==> src/wake_defines.svh <==
// constants for the wake input monitor: offsets, fields, resets, timing
`ifndef WAKE_DEFINES_SVH
`define WAKE_DEFINES_SVH

// register byte offsets
`define OFF_DETECT_CFG 8'h00
`define OFF_PULL_CFG 8'h04
`define OFF_WAKE_EN 8'h08
`define OFF_WAKE_STAT 8'h0C
`define OFF_ALT_STAT 8'h10
`define OFF_LEVEL_STAT 8'h14
`define OFF_IRQ_MASK 8'h18

// field positions
`define SEL_W 2
`define FO_EN_LSB 3
`define ALT_MASK_LSB 3

// reset values
`define DETECT_CFG_RST 6'h00
`define PULL_CFG_RST 6'h00
`define WAKE_EN_RST 5'h00
`define IRQ_MASK_RST 5'h00

// bus response codes
`define RESP_OKAY 2'h0
`define RESP_SLVERR 2'h2

// filter timing
`define CLK_PERIOD_NS 40
`define FILT_SHORT_US 16
`define FILT_LONG_US 64
`define FILT_SHORT_CYC ((`FILT_SHORT_US * 1000 + `CLK_PERIOD_NS - 1) / `CLK_PERIOD_NS)
`define FILT_LONG_CYC ((`FILT_LONG_US * 1000 + `CLK_PERIOD_NS - 1) / `CLK_PERIOD_NS)

`endif

==> src/wake_pkg.sv <==
// types shared by the wake input monitor
package wake_pkg;

    typedef enum logic [3:0] {
        MODE_NORMAL = 4'h1,
        MODE_STOP = 4'h2,
        MODE_SLEEP = 4'h4,
        MODE_FAIL_SAFE = 4'h8
    } chip_mode_t;

    typedef enum logic [1:0] {
        WR_IDLE = 2'h1,
        WR_RESP = 2'h2
    } wr_state_t;

    typedef enum logic [1:0] {
        RD_IDLE = 2'h1,
        RD_DATA = 2'h2
    } rd_state_t;

    typedef struct packed {
        logic up;
        logic down;
    } pull_ctrl_t;

    typedef struct packed {
        logic [1:0] detect_sel;
        logic [1:0] pull_sel;
    } input_cfg_t;

endpackage : wake_pkg

==> src/wake_filter.sv <==
// edge filter for one wake input
`timescale 1ns/1ps
`include "wake_defines.svh"

module wake_filter #(
    parameter int SHORT_CYC = `FILT_SHORT_CYC,
    parameter int LONG_CYC = `FILT_LONG_CYC,
    parameter int CNT_W = 11
) (
    // clock and reset
    input wire logic aclk,
    input wire logic aresetn,
    // control
    input wire logic active,
    input wire logic long_sel,
    input wire logic pin_in,
    // result
    output logic level,
    output logic event_pulse
);

    logic [CNT_W-1:0] cnt_q;
    logic [CNT_W-1:0] limit;
    logic level_q;
    logic primed_q;
    logic event_q;
    logic done;

    assign limit = long_sel ? CNT_W'(LONG_CYC - 1) : CNT_W'(SHORT_CYC - 1);
    // recognised only if the pin stays across the threshold for the whole time
    assign done = active && primed_q && (pin_in != level_q) && (cnt_q == limit);

    // a return across the threshold restarts the interval
    always_ff @(posedge aclk) begin
        if (!aresetn) begin
            cnt_q <= '0;
        end else if (!active || pin_in == level_q || done) begin
            cnt_q <= '0;
        end else begin
            cnt_q <= cnt_q + CNT_W'(1);
        end
    end

    // first active sample loads the level without an event
    always_ff @(posedge aclk) begin
        if (!aresetn) begin
            primed_q <= 1'b0;
        end else if (active) begin
            primed_q <= 1'b1;
        end
    end

    // both directions of a change count as an event
    always_ff @(posedge aclk) begin
        if (!aresetn) begin
            level_q <= 1'b0;
        end else if (active && (!primed_q || done)) begin
            level_q <= pin_in;
        end
    end

    always_ff @(posedge aclk) begin
        if (!aresetn) begin
            event_q <= 1'b0;
        end else begin
            event_q <= done;
        end
    end

    assign level = level_q;
    assign event_pulse = event_q;

endmodule : wake_filter

==> src/wake_input_monitor.sv <==
// wake input monitor: three wake inputs, two fail-out wake inputs, axi4-lite registers
// Contract
// - three independent wake inputs, each fully equipped
// - rising and falling crossings both signal
// - interrupt in normal/stop, wake-up in sleep/fail-safe
// - static sense detects continuously
// - cyclic sense detects only in timer window
// - filter restarts on crossing, recognise if stable
// - detect 00 static short, 01 static long
// - detect 10 timer a, 11 timer b
// - pull 00 none, 01 down, 10 up, 11 auto
// - auto pull follows detected input level
// - per-pin enable gates wake source
// - per-pin sticky wake status, always readable
// - level status in normal and stop
// - cyclic sense level holds last window sample
// - fail-out wake inputs: static short, separate status
//
// The AXI4-Lite interface to the registers and the register addresses are this design's own decisions.
`timescale 1ns/1ps
`include "wake_defines.svh"

module wake_input_monitor #(
    parameter int N_WAKE = 3,
    parameter int N_FO = 2,
    parameter int ADDR_W = 8
) (
    // clock and reset
    input wire logic aclk,
    input wire logic aresetn,
    // axi4-lite write address
    input wire logic awvalid,
    output logic awready,
    input wire logic [ADDR_W-1:0] awaddr,
    // axi4-lite write data
    input wire logic wvalid,
    output logic wready,
    input wire logic [31:0] wdata,
    input wire logic [3:0] wstrb,
    // axi4-lite write response
    output logic bvalid,
    input wire logic bready,
    output logic [1:0] bresp,
    // axi4-lite read address
    input wire logic arvalid,
    output logic arready,
    input wire logic [ADDR_W-1:0] araddr,
    // axi4-lite read data
    output logic rvalid,
    input wire logic rready,
    output logic [31:0] rdata,
    output logic [1:0] rresp,
    // mode controller and cyclic timers
    input wire wake_pkg::chip_mode_t chip_mode,
    input wire logic timer_a_on,
    input wire logic timer_b_on,
    // pins
    input wire logic [N_WAKE-1:0] wake_pin,
    input wire logic [N_FO-1:0] fail_out_pins,
    // outputs
    output wake_pkg::pull_ctrl_t [N_WAKE-1:0] wake_pull,
    output logic irq,
    output logic wake_req
);

    import wake_pkg::*;

    // configuration and status registers
    logic [2*N_WAKE-1:0] detect_cfg_q;
    logic [2*N_WAKE-1:0] pull_cfg_q;
    logic [N_WAKE+N_FO-1:0] wake_en_q;
    logic [N_WAKE+N_FO-1:0] irq_mask_q;
    logic [N_WAKE-1:0] wake_stat_q;
    logic [N_FO-1:0] alt_stat_q;
    logic [N_WAKE-1:0] level_stat_q;

    // bus interface state
    wr_state_t wr_state_q;
    rd_state_t rd_state_q;
    logic awready_q;
    logic wready_q;
    logic bvalid_q;
    logic [1:0] bresp_q;
    logic arready_q;
    logic rvalid_q;
    logic [31:0] rdata_q;
    logic [1:0] rresp_q;

    // register decode
    logic wr_fire;
    logic wr_byte0;
    logic wr_known;
    logic wr_detect;
    logic wr_pull;
    logic wr_en;
    logic wr_stat;
    logic wr_alt;
    logic wr_mask;
    logic rd_fire;
    logic rd_known;
    logic [31:0] rd_word;
    logic [N_WAKE-1:0] stat_clr;
    logic [N_FO-1:0] alt_clr;

    // per-input detection
    logic [N_WAKE-1:0] wk_active;
    logic [N_WAKE-1:0] wk_long;
    logic [N_WAKE-1:0] wk_level;
    logic [N_WAKE-1:0] wk_event;
    logic [N_FO-1:0] fo_event;
    pull_ctrl_t [N_WAKE-1:0] pull_d;
    pull_ctrl_t [N_WAKE-1:0] wake_pull_q;

    // interrupt and wake request
    logic normal_or_stop;
    logic sleep_or_fail_safe;
    logic pending;
    logic irq_q;
    logic wake_req_q;

    assign wr_fire = awvalid && awready_q && wvalid && wready_q;
    assign wr_byte0 = wr_fire && wstrb[0];
    assign wr_detect = wr_byte0 && (awaddr == ADDR_W'(`OFF_DETECT_CFG));
    assign wr_pull = wr_byte0 && (awaddr == ADDR_W'(`OFF_PULL_CFG));
    assign wr_en = wr_byte0 && (awaddr == ADDR_W'(`OFF_WAKE_EN));
    assign wr_stat = wr_byte0 && (awaddr == ADDR_W'(`OFF_WAKE_STAT));
    assign wr_alt = wr_byte0 && (awaddr == ADDR_W'(`OFF_ALT_STAT));
    assign wr_mask = wr_byte0 && (awaddr == ADDR_W'(`OFF_IRQ_MASK));
    assign wr_known = (awaddr == ADDR_W'(`OFF_DETECT_CFG)) || (awaddr == ADDR_W'(`OFF_PULL_CFG))
        || (awaddr == ADDR_W'(`OFF_WAKE_EN)) || (awaddr == ADDR_W'(`OFF_WAKE_STAT))
        || (awaddr == ADDR_W'(`OFF_ALT_STAT)) || (awaddr == ADDR_W'(`OFF_LEVEL_STAT))
        || (awaddr == ADDR_W'(`OFF_IRQ_MASK));
    assign stat_clr = wr_stat ? wdata[N_WAKE-1:0] : '0;
    assign alt_clr = wr_alt ? wdata[N_FO-1:0] : '0;
    assign rd_fire = arvalid && arready_q;

    // static sense always on, cyclic sense only in its timer window
    generate
        for (genvar i = 0; i < N_WAKE; i++) begin : g_wake
            logic [1:0] det;
            logic [1:0] pul;
            assign det = detect_cfg_q[2*i +: 2];
            assign pul = pull_cfg_q[2*i +: 2];
            assign wk_active[i] = det[1] ? (det[0] ? timer_b_on : timer_a_on)
                : 1'b1;
            assign wk_long[i] = (det == 2'h1);
            // automatic switching follows the filtered level
            assign pull_d[i] = (pul == 2'h3) ? {wk_level[i], !wk_level[i]} : pul;

            wake_filter #(
                .SHORT_CYC(`FILT_SHORT_CYC),
                .LONG_CYC(`FILT_LONG_CYC),
                .CNT_W(11)
            ) u_filt (
                .aclk(aclk),
                .aresetn(aresetn),
                .active(wk_active[i]),
                .long_sel(wk_long[i]),
                .pin_in(wake_pin[i]),
                .level(wk_level[i]),
                .event_pulse(wk_event[i])
            );
        end

        // repurposed fail-out pins: static sense, short filter
        for (genvar j = 0; j < N_FO; j++) begin : g_fail_out
            wake_filter #(
                .SHORT_CYC(`FILT_SHORT_CYC),
                .LONG_CYC(`FILT_LONG_CYC),
                .CNT_W(11)
            ) u_filt (
                .aclk(aclk),
                .aresetn(aresetn),
                .active(wake_en_q[N_WAKE+j]),
                .long_sel(1'b0),
                .pin_in(fail_out_pins[j]),
                .level(),
                .event_pulse(fo_event[j])
            );
        end
    endgenerate

    // configuration registers
    always_ff @(posedge aclk) begin
        if (!aresetn) begin
            detect_cfg_q <= (2*N_WAKE)'(`DETECT_CFG_RST);
        end else if (wr_detect) begin
            detect_cfg_q <= wdata[2*N_WAKE-1:0];
        end
    end

    always_ff @(posedge aclk) begin
        if (!aresetn) begin
            pull_cfg_q <= (2*N_WAKE)'(`PULL_CFG_RST);
        end else if (wr_pull) begin
            pull_cfg_q <= wdata[2*N_WAKE-1:0];
        end
    end

    always_ff @(posedge aclk) begin
        if (!aresetn) begin
            wake_en_q <= (N_WAKE+N_FO)'(`WAKE_EN_RST);
        end else if (wr_en) begin
            wake_en_q <= wdata[N_WAKE+N_FO-1:0];
        end
    end

    always_ff @(posedge aclk) begin
        if (!aresetn) begin
            irq_mask_q <= (N_WAKE+N_FO)'(`IRQ_MASK_RST);
        end else if (wr_mask) begin
            irq_mask_q <= wdata[N_WAKE+N_FO-1:0];
        end
    end

    // a new event outranks a clear in the same cycle
    always_ff @(posedge aclk) begin
        if (!aresetn) begin
            wake_stat_q <= '0;
        end else begin
            wake_stat_q <= (wake_stat_q & ~stat_clr) | (wk_event & wake_en_q[N_WAKE-1:0]);
        end
    end

    always_ff @(posedge aclk) begin
        if (!aresetn) begin
            alt_stat_q <= '0;
        end else begin
            alt_stat_q <= (alt_stat_q & ~alt_clr) | (fo_event & wake_en_q[N_WAKE +: N_FO]);
        end
    end

    // filter level only moves while detection is active
    always_ff @(posedge aclk) begin
        if (!aresetn) begin
            level_stat_q <= '0;
        end else if (normal_or_stop) begin
            level_stat_q <= wk_level;
        end
    end

    always_ff @(posedge aclk) begin
        if (!aresetn) begin
            wake_pull_q <= '0;
        end else begin
            wake_pull_q <= pull_d;
        end
    end

    assign normal_or_stop = (chip_mode == MODE_NORMAL) || (chip_mode == MODE_STOP);
    assign sleep_or_fail_safe = (chip_mode == MODE_SLEEP) || (chip_mode == MODE_FAIL_SAFE);
    assign pending = |({alt_stat_q, wake_stat_q} & ~irq_mask_q);

    always_ff @(posedge aclk) begin
        if (!aresetn) begin
            irq_q <= 1'b0;
            wake_req_q <= 1'b0;
        end else begin
            irq_q <= normal_or_stop && pending;
            wake_req_q <= sleep_or_fail_safe && (|{alt_stat_q, wake_stat_q});
        end
    end

    // write channel: take address and data together, then answer
    always_ff @(posedge aclk) begin
        if (!aresetn) begin
            wr_state_q <= WR_IDLE;
            awready_q <= 1'b0;
            wready_q <= 1'b0;
            bvalid_q <= 1'b0;
            bresp_q <= `RESP_OKAY;
        end else begin
            case (wr_state_q)
                WR_IDLE: begin
                    if (wr_fire) begin
                        awready_q <= 1'b0;
                        wready_q <= 1'b0;
                        bvalid_q <= 1'b1;
                        bresp_q <= wr_known ? `RESP_OKAY : `RESP_SLVERR;
                        wr_state_q <= WR_RESP;
                    end else if (awvalid && wvalid && !awready_q) begin
                        awready_q <= 1'b1;
                        wready_q <= 1'b1;
                    end
                end
                WR_RESP: begin
                    if (bready) begin
                        bvalid_q <= 1'b0;
                        wr_state_q <= WR_IDLE;
                    end
                end
                default: begin
                    wr_state_q <= WR_IDLE;
                end
            endcase
        end
    end

    // read channel: one cycle of ready, data registered
    always_ff @(posedge aclk) begin
        if (!aresetn) begin
            rd_state_q <= RD_IDLE;
            arready_q <= 1'b0;
            rvalid_q <= 1'b0;
            rdata_q <= 32'h0000_0000;
            rresp_q <= `RESP_OKAY;
        end else begin
            case (rd_state_q)
                RD_IDLE: begin
                    if (rd_fire) begin
                        arready_q <= 1'b0;
                        rvalid_q <= 1'b1;
                        rdata_q <= rd_word;
                        rresp_q <= rd_known ? `RESP_OKAY : `RESP_SLVERR;
                        rd_state_q <= RD_DATA;
                    end else if (arvalid && !arready_q) begin
                        arready_q <= 1'b1;
                    end
                end
                RD_DATA: begin
                    if (rready) begin
                        rvalid_q <= 1'b0;
                        rd_state_q <= RD_IDLE;
                    end
                end
                default: begin
                    rd_state_q <= RD_IDLE;
                end
            endcase
        end
    end

    // status is readable in every mode
    always_comb begin
        rd_word = 32'h0000_0000;
        rd_known = 1'b1;
        case (araddr)
            ADDR_W'(`OFF_DETECT_CFG): rd_word = 32'(detect_cfg_q);
            ADDR_W'(`OFF_PULL_CFG): rd_word = 32'(pull_cfg_q);
            ADDR_W'(`OFF_WAKE_EN): rd_word = 32'(wake_en_q);
            ADDR_W'(`OFF_WAKE_STAT): rd_word = 32'(wake_stat_q);
            ADDR_W'(`OFF_ALT_STAT): rd_word = 32'(alt_stat_q);
            ADDR_W'(`OFF_LEVEL_STAT): rd_word = 32'(level_stat_q);
            ADDR_W'(`OFF_IRQ_MASK): rd_word = 32'(irq_mask_q);
            default: rd_known = 1'b0;
        endcase
    end

    // outputs straight from flops
    assign awready = awready_q;
    assign wready = wready_q;
    assign bvalid = bvalid_q;
    assign bresp = bresp_q;
    assign arready = arready_q;
    assign rvalid = rvalid_q;
    assign rdata = rdata_q;
    assign rresp = rresp_q;
    assign wake_pull = wake_pull_q;
    assign irq = irq_q;
    assign wake_req = wake_req_q;
endmodule : wake_input_monitor

==> config.mk <==
export PLATFORM = sky130hd
export DESIGN_NAME = wake_input_monitor
export DESIGN_NICKNAME = d
export VERILOG_FILES = /design/src/wake_pkg.sv /design/src/wake_filter.sv /design/src/wake_input_monitor.sv
export VERILOG_INCLUDE_DIRS = /design/src
export SDC_FILE = /design/constraint.sdc
export NUM_CORES = 1
export LEC_CHECK = 0
export BUFFER_PORTS_ARGS = -buffer_cell sky130_fd_sc_hd__clkbuf_2
export CORE_MARGIN = 3
export CORE_UTILIZATION = 54
export CTS_CLUSTER_SIZE = 20
export DETAILED_ROUTE_END_ITERATION = 7
export PLACE_DENSITY = 0.9
export SKIP_CTS_REPAIR_TIMING = 1
export SYNTH_ARGS = -nofsm -noshare
export SYNTH_HDL_FRONTEND = slang
export SYNTH_SLANG_ARGS = --single-unit
==> constraint.sdc <==
create_clock -name aclk -period 2 [get_ports aclk]
set_input_delay 0.1 -clock aclk [delete_from_list [all_inputs] [get_ports aclk]]
set_output_delay 0.1 -clock aclk [all_outputs]
set_load 0.005 [all_outputs]
==> impl_metrics.yaml <==
routing:
  drtAntennaViolNets: 0
  met2_length_um: 7460
  met1Wirelength_um: 5410
  wl_met3_um: 1120
  routed_wl_um: 14600
  vias_per_cell: 5.72
  drt_iter0_markers: 500
  highest_layer: "met4"
  firstDrtPassIters: 6
  wl_per_cell_um: 17.1
  drc: 0
  num_vias: 4884
place:
  dp_hpwl_um: 8880
  place_congestion: 0.845
  numPortBuffers: 61
  dpl-instance-area_um2: 5790
flow_run:
  maxCapViolations: 0
grt:
  grt-ovfl-total: 0
  grt_pass1_wl_um: 21600
  grt_start_max_net_pins: 26
  antenna_found_initial: 0
  grt_util_all_layers_pct: 23.8
  grt_pass1_vias: 4599
die:
  initial_core_util_pct: 56.0
  fp-row-count: 36
  die-area_um2: 11400
  ios: 119
  die_h_um: 107
  coreArea_um2: 9820
  die_w_um: 107
critical_path:
  timing_worst_setup_path_type: "reg -> reg"
  ff2ff_path_depth: 6
  worstSetupStartpointType: "flip-flop"
  crit_required_ns: 2.42
  cp_max_fo: 5
  critPathArrivalTime_ns: 2.31
  crit_path_end_kind: "flip-flop"
yosys:
  synth_top_area_share_pct: 45.1
  synth_area_leaders: "dfxtp_1 45%, nor2_1 7.5%, buf_4 4.4%"
  async_flop_share_pct: 0
  syn_area_um2: 5500
  syn_inst: 627
  syn_avg_cell_area_um2: 8.77
  yosys.cell_types.count: 60
  yosys_most_used_dff: "dfxtp_1"
  synth_most_common_cell: "dfxtp_1"
  ys_ff_latch: 124
  yosys_warnings: 0
  yosysSeqAreaShare_pct: 45.1
  synth_top_cell_by_area: "dfxtp_1"
  synth_edf_count: 0
  synthTopCellsByCount: "124 x dfxtp_1, 110 x nor2_1, 48 x nand2_1, 43 x nand3_1, 32 x buf_4"
layout:
  nets: 783
  utilization_pct: 67.3
  drive_gt1_share_pct: 16.1
  multiInputGateArea_um2: 2750
  antennaDiodeCount: 0
  areaGrowthSynthToFinish_pct: 20.2
  register_area_um2: 2480
  fill_cells: 676
  fin_area_um2: 6610
power:
  intPower_mw: 4.65
  pwr-share-clk_pct: 52.9
  p_sw_share_pct: 22.5
  combPwrFrac_pct: 4.9
  power_leakage_nw: 2.61
  power_density_nw_per_um2: 907
  peakVddDrop_mv: 0.544
  seq_power_share_pct: 42.2
  p_switching_mw: 1.35
sta:
  hold_viol: 1
  fmax_mhz: 528
  hold_ws_ns: -0.0211
  rsz0062_at_grt: "no"
  fin_crit_ns: 1.89
  fin_skew_ns: 0.00741
  finalSetupViolCount: 0
  period_share_pct: 94.6
  drv_slew: 0
  fin_setup_tns_ns: 0
run_status:
  violations: "hold timing"
  outcome: "finished with violations"
clock_tree:
  h-tree-depth: 4
  clk_latency_ns: 0.52
  cts_made_buffers: 17
  cts_tree: "built"
  cts_num_sinks: 124
  cts_root_buf: "clkbuf_8"
  cts.reportedPaths.clkPinSlew_ns: 0.06
  clockBufferDepth: 2
min_path:
  min_path_type: "in -> reg"
  min_path_cells: 4
routing by layer:
layer	vias up	global-route usage (%)
met1	2288	25.7
met5	-	0
li1	2261	-
met3	63	6.20
met4	0	13.0
met2	272	42.2
power by group through the flow:
stage	Clock (mW)	Combinational [mW]	Sequential, mW
6_report	3.17	0.295	2.53
5_1_grt	3.30	0.320	2.53
4_1_cts	3.17	0.251	2.53
3_5_place_dp	0	0.245	2.58
3_3_place_gp	0	0.236	2.57
2_1_floorplan	0	0.193	2.57
cell families after synthesis:
group	count (synthesis)	share of synthesized area [%]
adder cells (fa/ha/maj)	5	1.14
buffers and inverters	66	6.76
flip-flops	124	45.1
other	1	0.0682
AND/OR/NAND/NOR	276	24.9
multiplexers	23	4.46
AO/OA/AOI/OAI	79	9.12
XOR/XNOR	53	8.44
registers in the layout (all words and copies together), names as in the netlist, 2 cells and up:
signal / flops
g_fail_out.u_filt.cnt_q: 22
alt_stat_q: 2
g_wake.u_filt.level: 3
wake_stat_q: 3
g_fail_out.u_filt.primed_q: 2
g_fail_out.u_filt.level: 2
rd_state_q: 2
rdata: 6
detect_cfg_q: 6
irq_mask_q: 5
g_wake.u_filt.cnt_q: 33
pull_cfg_q: 6
g_fail_out.u_filt.event_pulse: 2
wake_en_q: 5
wake_pull: 6
level_stat_q: 3
g_wake.u_filt.event_pulse: 3
wr_state_q: 2
g_wake.u_filt.primed_q: 3
cells in the final DEF (no fill, tap or decap), types with 5 or more instances in the layout:
cell / instances
a21oi_1: 23
a311oi_1: 5
and3_1: 8
clkbuf_16: 16
clkbuf_2: 61
conb_1: 28
dfxtp_1: 124
dlygate4sd3_1: 20
ha_1: 5
inv_1: 16
mux2i_1: 20
nand2_1: 48
nand3_1: 43
nand3b_1: 5
nand4_1: 7
nor2_1: 110
nor2b_1: 8
nor3_1: 9
o21ai_0: 22
xnor2_1: 26
xor2_1: 27
worst max-delay path: stages (launching register included):
cell and delay [ns]:
dfxtp_1 0.36, ha_1 0.20, nand3_1 0.20, nor2_1 0.20
o21ai_0 0.13, a21boi_0 0.37, mux2i_1 0.32
final timing paths:
check                                     start                       endpoint  slack [ns]
hold reg to reg   g_fail_out[1].u_filt.cnt_q[0]  g_fail_out[1].u_filt.cnt_q[0]        0.46
hold / removal                        awaddr[7]                       bresp[1]       -0.02
setup / recovery      g_wake[0].u_filt.cnt_q[0]         g_wake[0].u_filt.level        0.11
setup reg to reg      g_wake[0].u_filt.cnt_q[0]         g_wake[0].u_filt.level        0.11
per-stage QoR:
stage,power [mW],cells,setup slack [ns]
final,5.99,854,0.107
after global routing,6.15,854,0.00851
after CTS,5.95,834,0.0943
after detailed placement,2.82,802,0.162
after global placement,2.81,802,0.267
after floorplan,2.77,654,0.384
final cells by class:
cell class	instances	area share, %
multi-input combinational	464	41.7
sequential	124	37.6
timing repair buffer	85	8.10
clock buffer	18	6.32
clock inverter	14	2.93
tap	133	2.52
inverter	16	0.909
(Power assumes the default switching activity.)
